==> src/rtl/sma_pkg.sv <==
// package for sync measure and align: register map, resets, timing counts
package sma_pkg;
	// register subaddresses
	localparam logic [7:0] ADDR_VH_OFFSET = 8'h35;
	localparam logic [7:0] ADDR_PASS_CTRL = 8'h36;
	localparam logic [7:0] ADDR_LINES_LO = 8'h37;
	localparam logic [7:0] ADDR_LINES_HI = 8'h38;
	localparam logic [7:0] ADDR_CLKS_LO = 8'h39;
	localparam logic [7:0] ADDR_CLKS_HI = 8'h3A;
	localparam logic [7:0] ADDR_HS_WIDTH = 8'h3B;
	localparam logic [7:0] ADDR_VS_WIDTH = 8'h3C;
	localparam logic [7:0] ADDR_JITTER_TOL = 8'h3D;
	localparam logic [7:0] ADDR_AV_START_LO = 8'h40;
	localparam logic [7:0] ADDR_AV_START_HI = 8'h41;
	// reset values
	localparam logic [7:0] RST_VH_OFFSET = 8'h10;
	localparam logic [3:0] RST_PASS_CTRL = 4'h0;
	localparam logic [6:0] RST_JITTER_TOL = 7'h03;
	localparam logic [12:0] RST_AV_START = 13'h012C;
	localparam logic RST_BLANK_GATE = 1'b0;
	// field positions in the passthrough control register
	localparam int BIT_HS_PASS = 0;
	localparam int BIT_VS_PASS = 1;
	localparam int BIT_HORIZONTAL_OUT_INVERT = 2;
	localparam int BIT_VERTICAL_OUT_INVERT = 3;
	// field positions in the upper status and start bytes
	localparam int BIT_PROG = 5;
	localparam int BIT_PSEUDO = 6;
	localparam int BIT_BLANK_GATE = 5;
	// alignment delay line: centre tap is zero offset
	localparam int ALIGN_CENTRE = 128;
	localparam int ALIGN_DEPTH = 256;
	// embedded start code leads the window by this many pixels
	localparam logic [12:0] SAV_LEAD_PIX = 13'h0004;
	// internal reference derived from the core clock
	localparam int CORE_CLK_HZ = 100_000_000;
	localparam int INT_REF_HZ = 6_500_000;
	localparam int INT_REF_DIV = CORE_CLK_HZ / INT_REF_HZ;
	localparam logic [3:0] INT_REF_WRAP = 4'(INT_REF_DIV - 1);

	// frame measurement snapshot
	typedef struct packed {
		logic [11:0] lines;
		logic [11:0] clks;
		logic [7:0] hs_width;
		logic [4:0] vs_width;
		logic pseudo;
		logic prog;
	} sma_status_t;
endpackage : sma_pkg

==> src/rtl/sma_sync_measure_align.sv <==
// sync alignment, bypass and input-format measurement block
module sma_sync_measure_align (
	// clock and reset
	input wire logic core_clk,
	input wire logic arst_n,
	// sync pins and reference
	input wire logic hsync_pin,
	input wire logic vsync_pin,
	input wire logic external_reference_clock,
	input wire logic ref_select_external,
	// pixel timing from the same clock domain
	input wire logic pixel_strobe,
	input wire logic vertical_blank_interval,
	// register port
	input wire logic [7:0] reg_addr,
	input wire logic [7:0] reg_wdata,
	input wire logic reg_write,
	input wire logic reg_read,
	output logic [7:0] reg_rdata,
	// aligned outputs
	output logic hsync_out,
	output logic vsync_out,
	output logic field_id_out,
	output logic active_video_window,
	output logic sav_insert
);
	typedef struct packed {
		logic hs_m, hs_s, hs_d;
		logic vs_m, vs_s, vs_d;
		logic ek_m, ek_s, ek_d;
		logic [3:0] div;
		logic ref_tick;
		logic [7:0] off;
		logic [3:0] ctrl;
		logic [6:0] tol;
		logic [12:0] avs;
		logic [7:0] avs_lo;
		logic gate;
		logic [11:0] lclk, lmax, lprev, lines;
		logic [7:0] hsw_cnt, hsw_last;
		logic [4:0] vsw_cnt, vsw_last;
		logic pseudo_seen, field, field_prev;
		sma_pkg::sma_status_t stat;
		logic [128:0] hsh;
		logic [sma_pkg::ALIGN_DEPTH-1:0] vsh, fsh;
		logic [12:0] pix;
		logic hs_o, vs_o, fid_o, av_o, sav_o;
		logic [7:0] rdata;
	} sma_state_t;

	sma_state_t s_r, s_nxt;
	logic [7:0] tap;
	logic hs_rise, hs_fall, vs_rise, vs_fall, lead, short_line;
	logic [12:0] pix_n;

	function automatic logic [7:0] align_tap(input logic [7:0] off);
		return {~off[7], off[6:0]};
	endfunction : align_tap

	function automatic logic [11:0] sat_inc12(input logic [11:0] v);
		return (v == 12'hFFF) ? v : v + 12'h001;
	endfunction : sat_inc12

	always_comb begin
		s_nxt = s_r;
		// first stage never feeds logic; second and third stages do
		s_nxt.hs_m = hsync_pin;
		s_nxt.hs_s = s_r.hs_m;
		s_nxt.hs_d = s_r.hs_s;
		s_nxt.vs_m = vsync_pin;
		s_nxt.vs_s = s_r.vs_m;
		s_nxt.vs_d = s_r.vs_s;
		s_nxt.ek_m = external_reference_clock;
		s_nxt.ek_s = s_r.ek_m;
		s_nxt.ek_d = s_r.ek_s;
		hs_rise = s_r.hs_s && !s_r.hs_d;
		hs_fall = !s_r.hs_s && s_r.hs_d;
		vs_rise = s_r.vs_s && !s_r.vs_d;
		vs_fall = !s_r.vs_s && s_r.vs_d;
		short_line = hs_rise && s_r.lprev != 12'h000 &&
			({1'b0, s_r.lclk} + {6'h00, s_r.tol}) < {1'b0, s_r.lprev};
		s_nxt.div = (s_r.div == sma_pkg::INT_REF_WRAP) ? 4'h0 : s_r.div + 4'h1;
		s_nxt.ref_tick = ref_select_external ? (s_r.ek_s && !s_r.ek_d)
			: (s_r.div == sma_pkg::INT_REF_WRAP);

		if (s_r.hs_s && s_r.ref_tick && s_r.hsw_cnt != 8'hFF) begin
			s_nxt.hsw_cnt = s_r.hsw_cnt + 8'h01;
		end
		if (hs_fall) begin
			s_nxt.hsw_last = s_r.hsw_cnt;
		end
		if (s_r.ref_tick) begin
			s_nxt.lclk = sat_inc12(s_r.lclk);
		end
		if (hs_rise) begin
			s_nxt.hsw_cnt = 8'h00;
			s_nxt.lclk = 12'h000;
			s_nxt.lprev = s_r.lclk;
			if (s_r.lclk > s_r.lmax) begin
				s_nxt.lmax = s_r.lclk;
			end
			s_nxt.lines = sat_inc12(s_r.lines);
			if (short_line) begin
				s_nxt.pseudo_seen = 1'b1;
			end
			if (s_r.vs_s && s_r.vsw_cnt != 5'h1F) begin
				s_nxt.vsw_cnt = s_r.vsw_cnt + 5'h01;
			end
		end
		if (vs_fall) begin
			s_nxt.vsw_last = s_r.vsw_cnt;
		end
		if (vs_rise) begin
			s_nxt.stat.lines = s_r.lines;
			s_nxt.stat.clks = s_r.lmax;
			s_nxt.stat.hs_width = s_r.hsw_last;
			s_nxt.stat.vs_width = s_r.vsw_last;
			s_nxt.stat.pseudo = s_r.pseudo_seen;
			// a line edge in this same cycle opens the new frame
			s_nxt.lines = {11'h000, hs_rise};
			s_nxt.lmax = 12'h000;
			s_nxt.pseudo_seen = short_line;
			s_nxt.vsw_cnt = {4'h0, hs_rise};
			// mid-line vsync marks the odd field
			s_nxt.field = s_r.lclk > {1'b0, s_r.lprev[11:1]};
			s_nxt.field_prev = s_r.field;
			s_nxt.stat.prog = (s_nxt.field == s_r.field);
		end

		tap = (s_r.ctrl[sma_pkg::BIT_HS_PASS] || s_r.ctrl[sma_pkg::BIT_VS_PASS])
			? 8'(sma_pkg::ALIGN_CENTRE) : align_tap(s_r.off);
		lead = 1'b0;
		pix_n = s_r.pix;
		if (pixel_strobe) begin
			s_nxt.hsh = {s_r.hsh[127:0], s_r.hs_s};
			s_nxt.vsh = {s_r.vsh[sma_pkg::ALIGN_DEPTH-2:0], s_r.vs_s};
			s_nxt.fsh = {s_r.fsh[sma_pkg::ALIGN_DEPTH-2:0], s_r.field};
			lead = s_r.hsh[127] && !s_r.hsh[128];
			// pixel zero at hsync leading edge
			pix_n = lead ? 13'h0000
				: ((s_r.pix == 13'h1FFF) ? s_r.pix : s_r.pix + 13'h0001);
		end
		s_nxt.pix = pix_n;
		s_nxt.sav_o = pixel_strobe && (pix_n == s_r.avs - sma_pkg::SAV_LEAD_PIX);
		s_nxt.av_o = (pix_n >= s_r.avs) &&
			!(s_r.gate && vertical_blank_interval);

		// hsync raw bypass, invert only in bypass
		s_nxt.hs_o = s_r.ctrl[sma_pkg::BIT_HS_PASS]
			? (s_r.hs_s ^ s_r.ctrl[sma_pkg::BIT_HORIZONTAL_OUT_INVERT]) : s_r.hsh[128];
		// vsync raw bypass, invert only in bypass
		s_nxt.vs_o = s_r.ctrl[sma_pkg::BIT_VS_PASS]
			? (s_r.vs_s ^ s_r.ctrl[sma_pkg::BIT_VERTICAL_OUT_INVERT]) : s_r.vsh[tap];
		// field id on the same tap
		s_nxt.fid_o = s_r.fsh[tap];

		// register writes
		if (reg_write) begin
			case (reg_addr)
				sma_pkg::ADDR_VH_OFFSET: s_nxt.off = reg_wdata;
				sma_pkg::ADDR_PASS_CTRL: s_nxt.ctrl = reg_wdata[3:0];
				sma_pkg::ADDR_JITTER_TOL: s_nxt.tol = reg_wdata[6:0];
				// low byte waits in a shadow
				sma_pkg::ADDR_AV_START_LO: s_nxt.avs_lo = reg_wdata;
				sma_pkg::ADDR_AV_START_HI: begin
					s_nxt.avs = {reg_wdata[4:0], s_r.avs_lo};
					s_nxt.gate = reg_wdata[sma_pkg::BIT_BLANK_GATE];
				end
				default: begin
				end
			endcase
		end
		// reads: unmapped and reserved bits answer zero
		if (reg_read) begin
			case (reg_addr)
				sma_pkg::ADDR_VH_OFFSET: s_nxt.rdata = s_r.off;
				sma_pkg::ADDR_PASS_CTRL: s_nxt.rdata = {4'h0, s_r.ctrl};
				sma_pkg::ADDR_LINES_LO: s_nxt.rdata = s_r.stat.lines[7:0];
				sma_pkg::ADDR_LINES_HI: s_nxt.rdata = {1'b0, s_r.stat.pseudo,
					s_r.stat.prog, 1'b0, s_r.stat.lines[11:8]};
				sma_pkg::ADDR_CLKS_LO: s_nxt.rdata = s_r.stat.clks[7:0];
				sma_pkg::ADDR_CLKS_HI: s_nxt.rdata = {4'h0, s_r.stat.clks[11:8]};
				sma_pkg::ADDR_HS_WIDTH: s_nxt.rdata = s_r.stat.hs_width;
				sma_pkg::ADDR_VS_WIDTH: s_nxt.rdata = {3'h0, s_r.stat.vs_width};
				sma_pkg::ADDR_JITTER_TOL: s_nxt.rdata = {1'b0, s_r.tol};
				sma_pkg::ADDR_AV_START_LO: s_nxt.rdata = s_r.avs[7:0];
				sma_pkg::ADDR_AV_START_HI: s_nxt.rdata = {2'h0, s_r.gate,
					s_r.avs[12:8]};
				default: s_nxt.rdata = 8'h00;
			endcase
		end
	end

	always_ff @(posedge core_clk or negedge arst_n) begin
		if (!arst_n) begin
			s_r <= '0;
			s_r.off <= sma_pkg::RST_VH_OFFSET;
			s_r.ctrl <= sma_pkg::RST_PASS_CTRL;
			s_r.tol <= sma_pkg::RST_JITTER_TOL;
			s_r.avs <= sma_pkg::RST_AV_START;
			s_r.avs_lo <= sma_pkg::RST_AV_START[7:0];
			s_r.gate <= sma_pkg::RST_BLANK_GATE;
		end else begin
			s_r <= s_nxt;
		end
	end

	assign reg_rdata = s_r.rdata;
	assign hsync_out = s_r.hs_o;
	assign vsync_out = s_r.vs_o;
	assign field_id_out = s_r.fid_o;
	assign active_video_window = s_r.av_o;
	assign sav_insert = s_r.sav_o;
endmodule : sma_sync_measure_align

==> config.mk <==
export PLATFORM = sky130hd
export DESIGN_NAME = sma_sync_measure_align
export DESIGN_NICKNAME = d
export VERILOG_FILES = /design/src/rtl/sma_pkg.sv /design/src/rtl/sma_sync_measure_align.sv
export SDC_FILE = /design/constraint.sdc
export NUM_CORES = 1
export LEC_CHECK = 0
export BUFFER_PORTS_ARGS = -buffer_cell sky130_fd_sc_hd__buf_4
export CORE_MARGIN = 2
export CORE_UTILIZATION = 31
export DETAILED_ROUTE_END_ITERATION = 8
export MAX_ROUTING_LAYER = met4
export SYNTH_ARGS = -nofsm -noshare
export SYNTH_HDL_FRONTEND = slang
export SYNTH_SLANG_ARGS = --single-unit
==> constraint.sdc <==
create_clock -name core_clk -period 10.15 [get_ports core_clk]
set_input_delay 0.5075 -clock core_clk [delete_from_list [all_inputs] [get_ports core_clk]]
set_output_delay 0.5075 -clock core_clk [all_outputs]
set_load 0.03 [all_outputs]
==> results of run 1 <==
==> sequential cells by signal, summed over array words and instances, names as in the netlist <==
signal,flops
active_video_window,1
field_id_out,1
hsync_out,1
reg_rdata,8
s_nxt,6
s_r,818
sav_insert,1
vsync_out,1
==> Yosys cell counts, drive strengths merged, types with 20 or more instances <==
library cell / n
nor3: 28
nand3: 72
and3: 25
nand4: 26
mux2: 715
mux2i: 95
ha: 61
mux4: 45
nand2: 269
inv: 60
xnor2: 28
a21oi: 99
or3: 20
nor2: 112
clkbuf: 128
buf: 70
nand2b: 20
o22ai: 35
xor2: 21
o21ai: 101
dfrtp: 827
==> final cells by class <==
type | instances | area (µm²)
tap | 1637 | 2050
clock inverter | 31 | 364
antenna | 1 | 2.50
timing repair buffer | 88 | 713
clock buffer | 132 | 2670
sequential | 837 | 21000
multi-input combinational | 2008 | 16900
inverter | 60 | 225
fill | 12000 | 80300
==> kinds of logic after synthesis <==
logic type / Yosys count
mux: 855
flops: 837
compound gates: 403
simple gates: 639
buf+inv: 258
xor+xnor: 49
fa+ha+maj: 62
==> worst min path at each step <==
stage                              start                             to  slack (ns)  depth (start not counted)
finish                      reg_wdata[7]           s_r[823]$_DFFE_PN0P_        0.13                          2
detailed placement  s_nxt[836]$_DFF_PN0_           s_nxt[835]$_DFF_PN0_        0.33                          0
global placement    s_nxt[836]$_DFF_PN0_           s_nxt[835]$_DFF_PN0_        0.34                          0
global route                reg_wdata[7]           s_r[823]$_DFFE_PN0P_        0.11                          2
floorplan                         arst_n  active_video_window$_DFF_PN0_        0.21                          0
CTS                         reg_wdata[6]           s_r[822]$_DFFE_PN0P_        0.09                          2
==> metrics by stage <==
stage,power [W],utilization,hold slack (ns)
3_5_place_dp,0.00470,0.328,0.335
4_1_cts,0.00812,0.353,0.0920
3_3_place_gp,0.00468,0.328,0.336
2_1_floorplan,0.00440,-,0.212
5_1_grt,0.00837,0.353,0.108
6_report,0.00801,0.353,0.131
==> timing repair <==
item,in CTS,in global routing
endpoints found under the hold margin,92,0
endpoints found under the setup margin,0,0
hold buffers,5,0
==> critical path: stages, from the launching register on <==
cell and delay (ns):
dfrtp_1 0.63, buf_4 0.39, or3b_4 0.19, buf_4 0.82, buf_4 0.69, mux4_2 0.58
a221oi_1 0.35, o2111ai_1 0.17, o221ai_1 0.30, o211ai_1 0.13
==> per-layer routing <==
layer,routed length (µm),vias up,global-route usage
met5,0,-,-
met4,2420,0,0.0430
met3,3850,164,0.0234
met2,40600,461,0.217
met1,42200,12600,0.198
li1,-,11200,-
==> power groups by stage <==
| stage | registers (W) | logic [W] | clock network (W) |
|---|---|---|---|
| 5_1_grt | 0.00384 | 0.000921 | 0.00361 |
| 2_1_floorplan | 0.00378 | 0.000620 | 0 |
| 6_report | 0.00381 | 0.000833 | 0.00337 |
| 3_5_place_dp | 0.00386 | 0.000842 | 0 |
| 3_3_place_gp | 0.00386 | 0.000827 | 0 |
| 4_1_cts | 0.00380 | 0.000846 | 0.00347 |
==> run metrics, run 1 <==
run status=complete, no violations; Routed Wire Length=89.1 mm; fin cells=4794; Tcrit/Tclk final=0.438; H-tree levels=3; Clock Tree Root=clkbuf_16; Layout Skew=0.0252 ns; DRC Markers=0; R2R Setup Slk=5.70 ns; Synth Flop Type=dfrtp_1; cell-internal power=0.00599 W; Routability Congestion=0.851; xor/xnor share of the synthesized area=0.0110; Seq/Total Area, Yosys=0.539; Layout Cell Area excl Fill=43800 µm²; Setup Buffers After CTS=0; die area=128000 µm²; Worst-path clk slew=0.06 ns; unrepaired setup endpoints after global routing=no; Congestion Overflow GR=0; start of the worst register-to-register path=s_r[813]$_DFFE_PN0P_; Worst-Skew Late Latency=0.66 ns; pin count of the biggest net entering global routing=182; IO Port Bufs=38; Post-DP HPWL=55.1 mm; largest area contributor in the netlist=dfrtp_1; Cells after DPL=4625; compound-cell area share of the yosys netlist=0.0667; Comb pwr share=0.104; Via density=5.10; Num CTS Buffers=92; DRT iter0 DRCs=1837; I/O pin cnt=39; Max FO, Critical Path=65; WP data required=10.65 ns; Starting Density=0.313; switching pwr=0.00202 W; fin worst setup slack=5.70 ns; top post-synthesis cells by area=dfrtp_1 (53%), mux2_2 (21%), mux4_2 (2.6%), nand2_1 (2.6%), mux2i_1 (2.4%); sequential share of power=0.475; post-synthesis cell count=3103; post_cts resized=0; critical path launch point=s_r[813]$_DFFE_PN0P_; Post-Place Setup Slack=5.64 ns; Final Hold Fails=0; Area growth, synth to finish=12.8%; Worst Setup EP=vsync_out$_DFF_PN0_; maximum vdd drop=0.000114 V; Sw Share=0.252; Distinct cells, synth=80; final critical-path required period=4.45 ns; pins over their slew limit=0; Yosys top cell area share=0.532; pwr/cell area=183 nW/µm²; Crit. End Element=flip-flop; nets@finish=3175; via count=24400; CP arrival=4.95 ns; max_slew headroom=0.272; initial antenna violation count=4; DRT Pass-1 Iters=5; Post-Syn Area per Cell=12.5 µm²; # rows=129; CTS tree=done; Leakage=20.6 nW; Post-synth ARST share=1.00; EDFF count, synth=0; vias in the first global route=24700; synthesized area=38900 µm²; Synth Area in Simple Gates=0.0773; die width=358 µm; drt wl/cell=18.6 µm; chip height=358 µm; Yosys warnings=0; worst reg2reg endpoint=vsync_out$_DFF_PN0_; Synth Area in Adders=0.0201; Post-Syn Nets=3191; CP Launch Type=flip-flop; register bit total from synthesis=837; gr usage total=0.144; post-synthesis mux area share=0.258; max_cap viols=0; Hold Crit Class=in -> reg; Setup Viol. Count Final=0; Setup TNS=0 ns; reg2reg path depth=9; Sink Count=837; fraction of layout cells with a size suffix above 1=0.324; first-pass GRT wire length=143 mm; Crit Path Category=reg -> reg; fmax=0.225 GHz; worst-margin pin slew=1.09 ns; Clock Path Buffers=3; commonest non-fill, non-tap cell in the layout=dfrtp_1; main combinational cell family by area after synthesis=multiplexers; Post-DP Area=40800 µm²; Routed Antenna Nets=0; commonest non-fill, non-tap cells in the layout=dfrtp_1 (825), mux2_2 (714), nand2_1 (269), nor2_1 (110), o21ai_0 (100); clock power share=0.421; area of the core=124000 µm²
Power figures use the tool's default switching activity.
==> inputs of run 2 (changes only) <==
- clock period: 10.15 -> 3.7 ns (I/O delays scaled with it)
==> run 2 against run 1 <==
  * First-iteration DRC count decreased by 9.3%
  * Worst hold slack got worse by 0.073 ns
  * Cell count increased by 1.4%
  * Utilization increased by 0.69 points
  * Clock skew decreased by 0.0098 ns
  * Via count increased by 0.98%
  * Die area unchanged
  * Final area increased by 2.0%
  * Clock-buffer cell count increased by 10
==> run metrics, run 2 (same netlist as run 1, synthesis figures left out) <==
first-pass GRT wire length=145 mm (+1.9%); Routability Congestion=0.851 (about the same); worst-margin pin slew=1.03 ns (-0.0602 ns); DRT Pass-1 Iters=5 (unchanged); Post-DP Area=41400 µm² (+1.5%); CTS tree=done; area of the core=124000 µm² (unchanged); DRT iter0 DRCs=1667 (-9.3%); final critical-path required period=3.50 ns (-0.943 ns); die area=128000 µm² (unchanged); I/O pin cnt=39 (unchanged); Layout Cell Area excl Fill=44700 µm² (+2.0%); Via density=5.08 (-0.45%); Tcrit/Tclk final=0.947 (+0.509); commonest non-fill, non-tap cell in the layout=dfrtp_1; nets@finish=3242 (+2.1%); fmax=0.286 GHz (+27%); # rows=129 (unchanged); chip height=358 µm (unchanged); Crit Path Category=reg -> reg; vias in the first global route=24900 (+0.94%); Clock Tree Root=clkbuf_16; filler cell count=11900 (-0.81%); Routed Antenna Nets=0 (unchanged); Worst-path clk slew=0.06 ns (about the same); Clock Path Buffers=3 (unchanged); Routed Wire Length=90.4 mm (+1.5%); fraction of layout cells with a size suffix above 1=0.336 (+0.0125); Area growth, synth to finish=15.0%; die width=358 µm (unchanged); commonest non-fill, non-tap cells in the layout=dfrtp_1 (825), mux2_2 (714), nand2_1 (269), buf_4 (115), nor2_1 (110); Layout Skew=0.0154 ns (-0.00984 ns); Worst-Skew Late Latency=0.66 ns (about the same); drt wl/cell=18.6 µm (about the same); Hold Slack=0.0571 ns (-0.0734 ns); ant diodes=0 (-1); maximum vdd drop=0.000330 V (+190%); Leakage=21.0 nW (+2.2%); IO Port Bufs=38 (unchanged); Largest Register=s_r; Congestion Overflow GR=0 (unchanged); via count=24700 (+0.98%); CP Launch Type=flip-flop; max_cap viols=0 (unchanged); area of the multi-input gates=16900 µm² (+0.12%); Largest register FFs=818 (unchanged); Num CTS Buffers=94 (+2.2%); Register Area=21000 µm² (unchanged); Power, Total=0.0223 W (+180%); WP data required=4.28 ns (-6.37 ns); DRC Markers=0 (unchanged); H-tree levels=3 (unchanged); Crit. End Element=flip-flop; initial antenna violation count=1 (-3); run status=complete, no violations; pins over their slew limit=0 (unchanged); gr usage total=0.146 (+0.00246); Max FO, Critical Path=3 (-95%); Sink Count=837 (unchanged); Starting Density=0.313 (unchanged); pin count of the biggest net entering global routing=170 (-6.6%); Setup Buffers After CTS=0 (unchanged); pwr/cell area=499 nW/µm² (+170%); max_slew headroom=0.312 (+0.0401); Final Hold Fails=0 (unchanged); Hold Crit Class=in -> reg; Post-DP HPWL=59.4 mm (+7.9%); Setup Viol. Count Final=0 (unchanged); CP arrival=4.09 ns (-0.86 ns)
-- run 2: cell count changes in the layout (fill, tap and decap cells not counted), sizes merged, moves of 2 or more --
| cell | previous run | this run |
|---|---|---|
| buf | 83 | 136 |
| clkbuf | 132 | 142 |
| clkinv | 19 | 13 |
| clkinvlp | 1 | 3 |
| dlygate4sd3 | 5 | 17 |
-- run 2: worst max-delay path, cell delays in order (launching register included) --
cell and delay, ns:
dfstp_2 0.54, ha_1 0.17, inv_1 0.06, fa_2 0.35, nor2b_1 0.12, o21ai_0 0.11
a21boi_1 0.20, o21ai_1 0.10, a21boi_1 0.18, o21a_1 0.19, nand3_2 0.10, xnor2_2 0.16
ha_1 0.30, a21o_1 0.19, a211oi_2 0.22, nand3_1 0.10, a31o_2 0.21, a21oi_1 0.13
-- run 2: path summary, 6_finish.rpt --
check                                            to  cells after the start  slack, ns            startpoint
hold / removal             reg_rdata[5]$_DFFE_PN0P_                      4       0.06           reg_addr[2]
setup reg to reg               s_r[708]$_DFFE_PN0P_                     17       0.20  s_r[805]$_DFFE_PN1P_
setup / recovery               s_r[708]$_DFFE_PN0P_                     17       0.20  s_r[805]$_DFFE_PN1P_
min in group asynchronous      s_r[211]$_DFFE_PN0P_                      2       0.23                arst_n
hold reg to reg                s_nxt[829]$_DFF_PN0_                      0       0.35  s_nxt[830]$_DFF_PN0_
max in group asynchronous         s_r[18]$_DFF_PN0_                      3       2.41                arst_n
-- run 2: metrics by stage --
stage,util,worst slack (ns),setup TNS [ns],cells
floorplan,-,0.311,0,3103
global placement,0.333,-0.117,-0.117,4678
detailed placement,0.333,0.0459,0,4678
CTS,0.360,0.0128,0,4863
global route,0.360,-0.00117,-0.00117,4863
finish,0.360,0.197,0,4863
-- run 2: what timing repair did --
| item | CTS | global route |
|---|---|---|
| endpoints found under the hold margin | 127 | 0 |
| hold buffers | 17 | 0 |
| resized for setup | 0 | 7 |
| setup endpoints to repair | 0 | 1 |
-- run 2: layout make-up --
| type | count | share of cell area |
|---|---|---|
| inverter | 60 | 0.00504 |
| timing repair buffer | 153 | 0.0323 |
| sequential | 837 | 0.469 |
| clock inverter | 26 | 0.00630 |
| tap | 1637 | 0.0458 |
| multi-input combinational | 2008 | 0.377 |
| clock buffer | 142 | 0.0641 |
-- run 2: routing by layer --
layer	vias up	global-route usage	share of wire
met1	12700	0.201	0.47
met5	-	-	0
met3	146	0.0219	0.046
li1	11300	-	-
met2	520	0.224	0.46
met4	0	0.0403	0.022
-- run 2: report_power, final --
part           switching [W]  internal (W)
logic                0.00124       0.00119
registers           0.000552       0.00987
clock network        0.00376       0.00567
total                0.00556        0.0167
